--- config.mk ---
export PLATFORM = sky130hd
export DESIGN_NAME = pfc_codec
export DESIGN_NICKNAME = d
export VERILOG_FILES = /design/src/pfc_buf2.v /design/src/pfc_codec.v
export VERILOG_INCLUDE_DIRS = /design/src /design/src/shared
export SDC_FILE = /design/constraint.sdc
export NUM_CORES = 1
export LEC_CHECK = 0
export ABC_AREA = 0
export BUFFER_PORTS_ARGS = -buffer_cell sky130_fd_sc_hd__buf_4
export CAP_MARGIN = 20
export CORE_MARGIN = 2
export CORE_UTILIZATION = 43
export DETAILED_ROUTE_END_ITERATION = 12
export MAX_ROUTING_LAYER = met4
export SETUP_SLACK_MARGIN = 0.2
export SYNTH_ARGS = -nofsm -noshare
export SYNTH_HDL_FRONTEND = slang
export SYNTH_HIERARCHICAL = 1
export SYNTH_SLANG_ARGS = --single-unit
--- constraint.sdc ---
create_clock -name clk -period 2.92 [get_ports clk]
set_input_delay 0.438 -clock clk [delete_from_list [all_inputs] [get_ports clk]]
set_output_delay 0.438 -clock clk [all_outputs]
set_load 0.005 [all_outputs]
--- src/shared/pfc_regs.vh ---
`ifndef PFC_REGS_VH
`define PFC_REGS_VH
// Code-groups
`define PFC_CG_IDLE 5'h1F
`define PFC_CG_SSD1 5'h18
`define PFC_CG_SSD2 5'h11
`define PFC_CG_ESD1 5'h0D
`define PFC_CG_ESD2 5'h07
`define PFC_CG_TXERR 5'h04
// Nibble sent on SSD and on bad SSD
`define PFC_NIB_SSD 4'h5
`define PFC_NIB_BADSSD 4'hE
// Default addresses for strap 0; strap adds one
`define PFC_ADDR_VPHY 5'h00
`define PFC_ADDR_P1 5'h01
`define PFC_ADDR_P2 5'h02
// Idle count that ends carrier
`define PFC_IDLE_END 2'h2
`endif

--- src/pfc_buf2.v ---
`timescale 1ns/1ps
`default_nettype none
module pfc_buf2 #(
  parameter W = 6
) (
  input wire clk, // Clock
  input wire rst, // Async reset
  input wire [W-1:0] in_data, // Write data
  input wire in_valid, // Write valid
  output wire in_ready, // Space free
  output wire [W-1:0] out_data, // Read data
  output wire out_valid, // Data held
  input wire out_ready // Reader takes
);
  reg [W-1:0] mem_q [0:1];
  reg wp_q;
  reg rp_q;
  reg [1:0] cnt_q;
  wire push = in_valid && in_ready;
  wire pop = out_valid && out_ready;
  assign in_ready = (cnt_q != 2'h2);
  assign out_valid = (cnt_q != 2'h0);
  assign out_data = mem_q[rp_q];
  always @(posedge clk or posedge rst) begin
    if (rst) begin
      wp_q <= 1'b0;
      rp_q <= 1'b0;
      cnt_q <= 2'h0;
      mem_q[0] <= {W{1'b0}};
      mem_q[1] <= {W{1'b0}};
    end else begin
      if (push) begin
        mem_q[wp_q] <= in_data;
        wp_q <= ~wp_q;
      end
      if (pop)
        rp_q <= ~rp_q;
      if (push && !pop)
        cnt_q <= cnt_q + 2'h1;
      else if (pop && !push)
        cnt_q <= cnt_q - 2'h1;
    end
  end
endmodule
`default_nettype wire

--- src/pfc_codec.v ---
// Operation
// - Nibbles map to fixed code-groups, both ways.
// - 11111 is idle, sent between frames.
// - 11000 valid only after idle.
// - 10001 valid only after 11000.
// - TXEN rise sends 11000 then 10001.
// - TXEN fall sends 01101 then 00111.
// - 00111 ends stream only after 01101.
// - TXER sends 00100 instead of data.
// - Invalid groups never sent; flagged in frame.
// - Strap picks default addresses 0/1/2 or 1/2/3.
// - Port addresses writable at run time.
// - Duplicate addresses accepted without check.
// - Strap latched when reset releases.
// - Port 1 datapath only in internal mode.
// - Bad SSD gives error and 1110.
// - ESD or two idles drop carrier.
`timescale 1ns/1ps
`default_nettype none
`include "pfc_regs.vh"
module pfc_codec #(
  parameter PORT_ONE = 1 // 1 when this instance serves port 1
) (
  input wire clk, // 200 MHz clock
  input wire rst, // Async reset, high
  input wire addr_strap_pin, // Address-select strap
  input wire internal_phy_mode, // Port 1 in internal mode
  input wire tx_en, // MAC transmit enable
  input wire tx_er, // MAC transmit error
  input wire [3:0] tx_nibble, // MAC transmit nibble
  output reg tx_ready, // Encoder accepts nibble
  output reg [4:0] tx_group, // Code-group out
  output reg tx_group_valid, // Code-group valid
  input wire tx_group_ready, // Line takes group
  input wire [4:0] rx_group, // Received code-group
  input wire rx_group_valid, // Received valid
  output reg [3:0] rx_nibble, // MII receive nibble
  output reg rx_dv, // Receive data valid
  output reg rx_er, // Receive error
  output reg crs, // Carrier sense
  input wire addr_wr_p1, // Write port 1 address
  input wire addr_wr_p2, // Write port 2 address
  input wire [4:0] addr_wdata, // Address to write
  output reg [4:0] vphy_addr, // Virtual PHY address
  output reg [4:0] p1_addr, // Port 1 address
  output reg [4:0] p2_addr, // Port 2 address
  output reg path_active // Datapath in use
);
  function [4:0] enc;
    input [3:0] n;
    begin
      case (n)
        4'h0: enc = 5'h1E;
        4'h1: enc = 5'h09;
        4'h2: enc = 5'h14;
        4'h3: enc = 5'h15;
        4'h4: enc = 5'h0A;
        4'h5: enc = 5'h0B;
        4'h6: enc = 5'h0E;
        4'h7: enc = 5'h0F;
        4'h8: enc = 5'h12;
        4'h9: enc = 5'h13;
        4'hA: enc = 5'h16;
        4'hB: enc = 5'h17;
        4'hC: enc = 5'h1A;
        4'hD: enc = 5'h1B;
        4'hE: enc = 5'h1C;
        default: enc = 5'h1D;
      endcase
    end
  endfunction
  // Returns {valid, nibble}; anything not a data group is not valid
  function [4:0] dec;
    input [4:0] g;
    begin
      case (g)
        5'h1E: dec = 5'h10;
        5'h09: dec = 5'h11;
        5'h14: dec = 5'h12;
        5'h15: dec = 5'h13;
        5'h0A: dec = 5'h14;
        5'h0B: dec = 5'h15;
        5'h0E: dec = 5'h16;
        5'h0F: dec = 5'h17;
        5'h12: dec = 5'h18;
        5'h13: dec = 5'h19;
        5'h16: dec = 5'h1A;
        5'h17: dec = 5'h1B;
        5'h1A: dec = 5'h1C;
        5'h1B: dec = 5'h1D;
        5'h1C: dec = 5'h1E;
        5'h1D: dec = 5'h1F;
        default: dec = 5'h00;
      endcase
    end
  endfunction

  // Default address: fixed base raised by one when the strap is high
  function [4:0] dflt_addr;
    input [4:0] base;
    input strap;
    begin
      dflt_addr = base + {4'h0, strap};
    end
  endfunction

  // Pin synchronisers: strap and mode pins are not on this clock
  reg strap_s1_q;
  reg strap_s2_q;
  reg mode_s1_q;
  reg mode_s2_q;
  always @(posedge clk or posedge rst) begin
    if (rst) begin
      strap_s1_q <= 1'b0;
      strap_s2_q <= 1'b0;
      mode_s1_q <= 1'b0;
      mode_s2_q <= 1'b0;
    end else begin
      strap_s1_q <= addr_strap_pin;
      strap_s2_q <= strap_s1_q;
      mode_s1_q <= internal_phy_mode;
      mode_s2_q <= mode_s1_q;
    end
  end
  wire active = (PORT_ONE == 0) || mode_s2_q;
  // Value active takes at the next edge; flops that copy it stay in step
  wire active_d = (PORT_ONE == 0) || mode_s1_q;

  // Strap capture: once, on the third edge after release
  reg [1:0] rel_q;
  always @(posedge clk or posedge rst) begin
    if (rst) begin
      rel_q <= 2'h0;
      vphy_addr <= `PFC_ADDR_VPHY;
      p1_addr <= `PFC_ADDR_P1;
      p2_addr <= `PFC_ADDR_P2;
      path_active <= 1'b0;
    end else begin
      path_active <= active_d;
      if (rel_q != 2'h3)
        rel_q <= rel_q + 2'h1;
      // Waits out the synchroniser so the real strap level is held;
      // later strap changes are never looked at again
      if (rel_q == 2'h2) begin
        vphy_addr <= dflt_addr(`PFC_ADDR_VPHY, strap_s2_q);
        p1_addr <= dflt_addr(`PFC_ADDR_P1, strap_s2_q);
        p2_addr <= dflt_addr(`PFC_ADDR_P2, strap_s2_q);
      end else begin
        // No uniqueness check: software owns that
        if (addr_wr_p1)
          p1_addr <= addr_wdata;
        if (addr_wr_p2)
          p2_addr <= addr_wdata;
      end
    end
  end

  // Transmit: one MAC nibble per taken group; delimiters stall the MAC
  localparam TX_IDLE = 5'h01;
  localparam TX_SSD2 = 5'h02;
  localparam TX_DATA = 5'h04;
  localparam TX_ESD1 = 5'h08;
  localparam TX_ESD2 = 5'h10;
  reg [4:0] tx_st_q;
  wire [4:0] b_data;
  wire b_valid, b_in_ready;
  reg [4:0] tx_g;
  reg [4:0] tx_st_d;
  reg push;
  // Buffer level one edge ahead, so tx_ready can come from a flop
  wire take_out = !tx_group_valid || tx_group_ready;
  wire pop_now = b_valid && take_out;
  wire full_next = !pop_now && (!b_in_ready || (b_valid && push));
  always @(posedge clk or posedge rst) begin
    if (rst)
      tx_ready <= 1'b0;
    else
      tx_ready <= (tx_st_d == TX_DATA) && active_d && !full_next;
  end
  // While active, every free slot gets a group, so idle flows while no frame is sent
  always @* begin
    tx_g = `PFC_CG_IDLE;
    tx_st_d = tx_st_q;
    push = 1'b0;
    if (b_in_ready && active) begin
      case (tx_st_q)
        TX_IDLE: begin
          push = 1'b1;
          if (tx_en) begin
            tx_g = `PFC_CG_SSD1;
            tx_st_d = TX_SSD2;
          end
        end
        TX_SSD2: begin
          push = 1'b1;
          tx_g = `PFC_CG_SSD2;
          tx_st_d = TX_DATA;
        end
        TX_DATA: begin
          push = 1'b1;
          if (!tx_en) begin
            tx_g = `PFC_CG_ESD1;
            tx_st_d = TX_ESD2;
          end else if (tx_er)
            tx_g = `PFC_CG_TXERR;
          else
            tx_g = enc(tx_nibble);
        end
        TX_ESD1: begin
          push = 1'b1;
          tx_g = `PFC_CG_ESD1;
          tx_st_d = TX_ESD2;
        end
        TX_ESD2: begin
          push = 1'b1;
          tx_g = `PFC_CG_ESD2;
          tx_st_d = TX_IDLE;
        end
        default: tx_st_d = TX_IDLE;
      endcase
    end
  end
  always @(posedge clk or posedge rst) begin
    if (rst)
      tx_st_q <= TX_IDLE;
    else
      tx_st_q <= tx_st_d;
  end
  pfc_buf2 #(.W(5)) u_buf (
    .clk(clk),
    .rst(rst),
    .in_data(tx_g),
    .in_valid(push),
    .in_ready(b_in_ready),
    .out_data(b_data),
    .out_valid(b_valid),
    .out_ready(take_out)
  );
  // Output stage refills exactly when the buffer pops, so no group is
  // shown twice or lost after a stall
  always @(posedge clk or posedge rst) begin
    if (rst) begin
      tx_group <= `PFC_CG_IDLE;
      tx_group_valid <= 1'b0;
    end else begin
      if (take_out) begin
        tx_group <= b_valid ? b_data : `PFC_CG_IDLE;
        tx_group_valid <= b_valid;
      end
    end
  end

  // Receive
  localparam RX_IDLE = 4'h1;
  localparam RX_SSD = 4'h2;
  localparam RX_DATA = 4'h4;
  localparam RX_ESD = 4'h8;
  reg [3:0] rx_st_q;
  reg [1:0] idle_q;
  reg prev_idle_q;
  wire [4:0] dv = dec(rx_group);
  always @(posedge clk or posedge rst) begin
    if (rst) begin
      rx_st_q <= RX_IDLE;
      idle_q <= 2'h0;
      prev_idle_q <= 1'b1;
      rx_nibble <= 4'h0;
      rx_dv <= 1'b0;
      rx_er <= 1'b0;
      crs <= 1'b0;
    end else if (!active) begin
      rx_st_q <= RX_IDLE;
      rx_dv <= 1'b0;
      rx_er <= 1'b0;
      crs <= 1'b0;
    end else if (rx_group_valid) begin
      // Error is a one-group pulse
      rx_er <= 1'b0;
      prev_idle_q <= (rx_group == `PFC_CG_IDLE);
      // Idles in a row, saturating; the second inside a frame ends it
      if (rx_group == `PFC_CG_IDLE && idle_q != `PFC_IDLE_END)
        idle_q <= idle_q + 2'h1;
      else if (rx_group != `PFC_CG_IDLE)
        idle_q <= 2'h0;
      case (rx_st_q)
        RX_IDLE: begin
          rx_dv <= 1'b0;
          // Outside a frame only misplaced delimiters are flagged
          if (rx_group == `PFC_CG_SSD1 && prev_idle_q) begin
            crs <= 1'b1;
            rx_nibble <= `PFC_NIB_SSD;
            rx_st_q <= RX_SSD;
          end else if (rx_group == `PFC_CG_SSD1 ||
                       rx_group == `PFC_CG_SSD2 ||
                       rx_group == `PFC_CG_ESD2) begin
            rx_er <= 1'b1;
          end else
            crs <= 1'b0;
        end
        RX_SSD: begin
          if (rx_group == `PFC_CG_SSD2) begin
            rx_nibble <= `PFC_NIB_SSD;
            rx_dv <= 1'b1;
            rx_st_q <= RX_DATA;
          end else begin
            rx_er <= 1'b1;
            rx_nibble <= `PFC_NIB_BADSSD;
            crs <= 1'b0;
            rx_st_q <= RX_IDLE;
          end
        end
        RX_DATA: begin
          if (dv[4])
            rx_nibble <= dv[3:0];
          // End pair is judged on the group after this one
          else if (rx_group == `PFC_CG_ESD1)
            rx_st_q <= RX_ESD;
          else if (rx_group == `PFC_CG_IDLE && idle_q != 2'h0) begin
            rx_dv <= 1'b0;
            crs <= 1'b0;
            rx_st_q <= RX_IDLE;
          end else if (rx_group != `PFC_CG_IDLE)
            rx_er <= 1'b1;
        end
        RX_ESD: begin
          // A lone end group still closes the frame, but flagged
          rx_dv <= 1'b0;
          crs <= 1'b0;
          rx_st_q <= RX_IDLE;
          if (rx_group != `PFC_CG_ESD2)
            rx_er <= 1'b1;
        end
        default: rx_st_q <= RX_IDLE;
      endcase
    end else
      rx_er <= 1'b0;
  end
endmodule
`default_nettype wire

==> results.md <==
- The H-tree depth is 3.
- The floorplan die height is 91.78 um.
- The number of antenna violations at the first check in global routing is 0.
- The area growth from synthesis to layout is 18.01%.
- The filler cells instantiated in the layout total 724.
- Max-cap violations in this run came to 0.
- The critical path contains buffers and inverters numbering 0 combined.
- Static timing analysis puts the maximum clock frequency at 0.4631 GHz.
- The share of flip-flops with an asynchronous set or reset is 100.0%.
- The total area inside the core boundary comes to 7607 um2.
- The number of clock buffers added by TritonCTS is 9.
- After synthesis the cells add up to 3313 um2.
- TritonCTS built the clock tree.
- The fraction of final layout cells sized beyond drive strength 1 is 27.34%.
- The final total negative setup slack is 0 ns.
- At the worst endpoint, the required time is 3.18 ns.
- After detailed routing, the number of remaining DRC violations is 0.
- The root buffer selected by CTS is clkbuf_8.
- After clock tree synthesis, the clock-pin slew on the worst setup and hold paths is 0.06 ns.
- The maximum number of pins on one net before global-route repair is 27.
- In this run the deepest clock path goes through 2 buffers.
- The largest stage delay on the critical path is 0.49 ns.
- The via count normalized by instance count is 5.210.
- The insertion delay to the later sink of the worst-skew pair is 0.33 ns.
- The kind of start point of the critical path is a register.
- After detailed routing, the average wire length per cell comes to 14.06 um.
- The final routed wirelength across all metal layers is 6832 um.
- The first-pass iteration count of the detailed router is 4.
- The quantity of hold-fixing buffers added after cts is 0.
- Once detailed placement completed, the half-perimeter wirelength came to 4910 um.
- 0 antenna diodes ended up in the layout.
- The cell count after synthesis came out at 339.
- The global routing usage summed across all routing layers is 17.80%.
- The slowest stage of the critical path belongs to the cell dfrtp_1.
- The top-level port count is 54.
- The post-CTS setup repair buffer count is 0.
- The top fanout value on the critical path is 10.
- The analysis attributes to cell leakage a power of 1.704 nW.
- For this block, the initial DRC count from the detailed router was 128.
- Counting every sink on the clock net gives 57.
- On the final layout, the worst clock skew is 0.007205 ns.
- The synthesized design contains 57 register bits.
- In this design, the critical path's most frequently occurring cell is nor2_1.
- For this run the aggregate overflow at the end of global routing stands at 0.
- A synthesized cell averages 9.773 um2.
- The initial core utilization is 43.55%.
- The via count of the first global-routing pass is 2447.
- The number of hold violations in the final report is 0.
- The final layout contains 411 nets.
- In this run, distinct cell masters in the synthesized netlist total 58.
- The final clock period utilization by the worst path is 73.95%.
- Power comes to 0.002722 W.
- The global-route wire length before repair is 11630 um.
- Measured against its own limit, the worst slew margin works out to 48.31%.
- The die area is 8424 um2.
- Power spread over the standard cell area amounts to 696.0 nW/um2.
- The synthesis warning total is 6.
- The final weighted congestion in routability-driven placement is 0.8476.
- The number of flops mapped to enable cells by yosys is 0.
- Walking the worst path, the cells encountered are nor2_1, nand3_1, a31oi_1, and2_2, ha_1, nor2_1, xor2_1.
- In this run the core area contains 32 standard-cell rows.
- Input and output buffers added on the ports amount to 49.
- The path class of the tightest hold or removal check is in -> async.
- The total via count in the routed design is 2532.
- The family with the most delay on the worst path is simple AND/OR/NAND/NOR gates.
- The portion of the post-synthesis area used by sequential elements is 43.43%.
- Across the VDD grid, the largest voltage drop is 0.3606 mV.
- The antenna violation net count after detailed routing is 0.
- The run finished with clean final reports.
- The count of instances resized after the clock tree is built is 0.
- The number of max-slew violations in the final report is 0.
- For the worst setup path, the data arrival time is 2.42 ns.
- Setup violations remaining at the end of the flow were counted as 0.
- The time the final worst path needs with I/O delays and setup is 2.159 ns.
- For the pin with the worst max-slew slack, the measured transition is 0.7733 ns.
- Measured along the x axis, the die boundary spans 91.78 um.
- The prevailing post-synth register cell is dfrtp_1.
- The worst setup path is captured at a register.
- Setup repair after global routing left no endpoint under its margin.
- The worst setup path is of the reg -> reg kind.
registers in the layout, indices dropped and copies added (netlist names), 2 cells and up:
| signal | count |
|---|---|
| p2_addr | 5 |
| u_buf/mem_q | 10 |
| p1_addr | 5 |
| tx_group | 5 |
| tx_st_q | 5 |
| u_buf/cnt_q | 2 |
| idle_q | 2 |
| rx_st_q | 4 |
| rel_q | 2 |
| rx_nibble | 4 |
layout by cell type, fill, tap and decap left out, types with 3 or more instances in the layout:
cell type,instances
nor2_1,25
dfstp_2,10
clkbuf_8,9
or2_2,3
a31oi_1,8
mux2_2,12
nand2_1,24
xnor2_1,4
buf_4,50
a21oi_1,11
mux2_4,6
mux2i_1,12
conb_1,4
a211oi_1,4
o211ai_1,4
nand3b_1,5
clkbuf_1,4
dfrtp_1,47
nor4_1,3
inv_1,21
o21ai_0,23
ha_1,8
nor2b_1,11
nor3_1,5
xor2_1,7
or4b_1,3
nand3_1,8
nand4_1,6
nand2b_1,5
through the flow:
step	hold WS [ns]	area (um2)	util [%]	std cells	setup slack [ns]
2_1_floorplan	0.3272	3324	-	342	0.8961
3_3_place_gp	0.3347	3701	48.65	469	0.7529
3_5_place_dp	0.3347	3701	48.65	469	0.7216
4_1_cts	0.1707	3882	51.04	485	0.7756
5_1_grt	0.09145	3910	51.40	486	0.4788
6_report	0.08828	3910	51.40	486	0.7607
per-layer routing:
layer / global-route usage [%] / part of all wire, % / up-vias
li1: - / - / 1266
met1: 22.62 / 46 / 1197
met2: 27.51 / 49 / 61
met3: 3.698 / 3.8 / 8
met4: 8.085 / 1.0 / 0
met5: - / 0 / -
path summary, 6_finish.rpt:
check                                startpoint                          to  slack (ns)  cells after the start
max                        tx_st_q[1]$_DFF_PP0_  u_buf/cnt_q[1]$_DFFE_PP0P_        0.76                      7
min                                         rst        strap_s1_q$_DFF_PP0_        0.09                      2
max reg2reg                tx_st_q[1]$_DFF_PP0_  u_buf/cnt_q[1]$_DFFE_PP0P_        0.76                      7
min reg2reg                strap_s1_q$_DFF_PP0_        strap_s2_q$_DFF_PP0_        0.35                      0
max in group asynchronous                   rst      rx_st_q[0]$_DFFE_PP1P_        2.19                      3
min in group clk                 addr_strap_pin        strap_s1_q$_DFF_PP0_        0.21                      1
where the power goes:
part	internal (W)	switching, W	total (W)
registers	0.000977	0.000156	0.00113
logic	0.000451	0.000434	0.000885
clock network	0.000394	0.000309	0.000703
cell usage after synthesis, drive strengths merged, types with 7 or more instances:
cell type	number	share of area (%)
a21oi	11	1.7
nor2	26	3.0
buf	13	2.5
mux2	18	6.8
nand2	24	2.7
dfstp	10	7.9
o21ai	24	3.7
nand3	8	1.2
mux2i	12	3.6
dfrtp	47	35
a31oi	8	1.5
inv	22	2.5
ha	8	3.0
xor2	7	1.9
nor2b	11	2.1
clkbuf	12	1.4
area by class of cell:
type	count	area (um2)	area share, %
multi-input cells	238	1677	42.88
well taps	102	127.6	3.264
clock inverters	3	42.54	1.088
clock buffers	13	138.9	3.552
repair buffers	51	402.9	10.30
inverters	22	82.58	2.112
flip-flops and latches	57	1439	36.80
worst register-to-register path: cells and delay by family, from the launching register on:
kind | cells | cell delay (ns)
DFF | 1 | 0.49
xor gates and xnor gates | 1 | 0.15
and+or+nand+nor | 4 | 0.84
AOI/OAI and AO/OA | 1 | 0.36
adders and majority gates | 1 | 0.26
kinds of logic (layout without fill, tap and decap cells):
| group | after synthesis | in the layout | share of synthesized area [%] |
|---|---|---|---|
| xor+xnor | 11 | 11 | 2.908 |
| buf+inv | 47 | 89 | 6.307 |
| flops | 57 | 57 | 43.43 |
| fa+ha+maj | 8 | 8 | 3.021 |
| other cells | 1 | 4 | 0.1132 |
| compound gates | 68 | 68 | 13.71 |
| simple gates | 117 | 117 | 20.09 |
| mux | 30 | 30 | 10.42 |
Power figures use the tool's default switching activity.
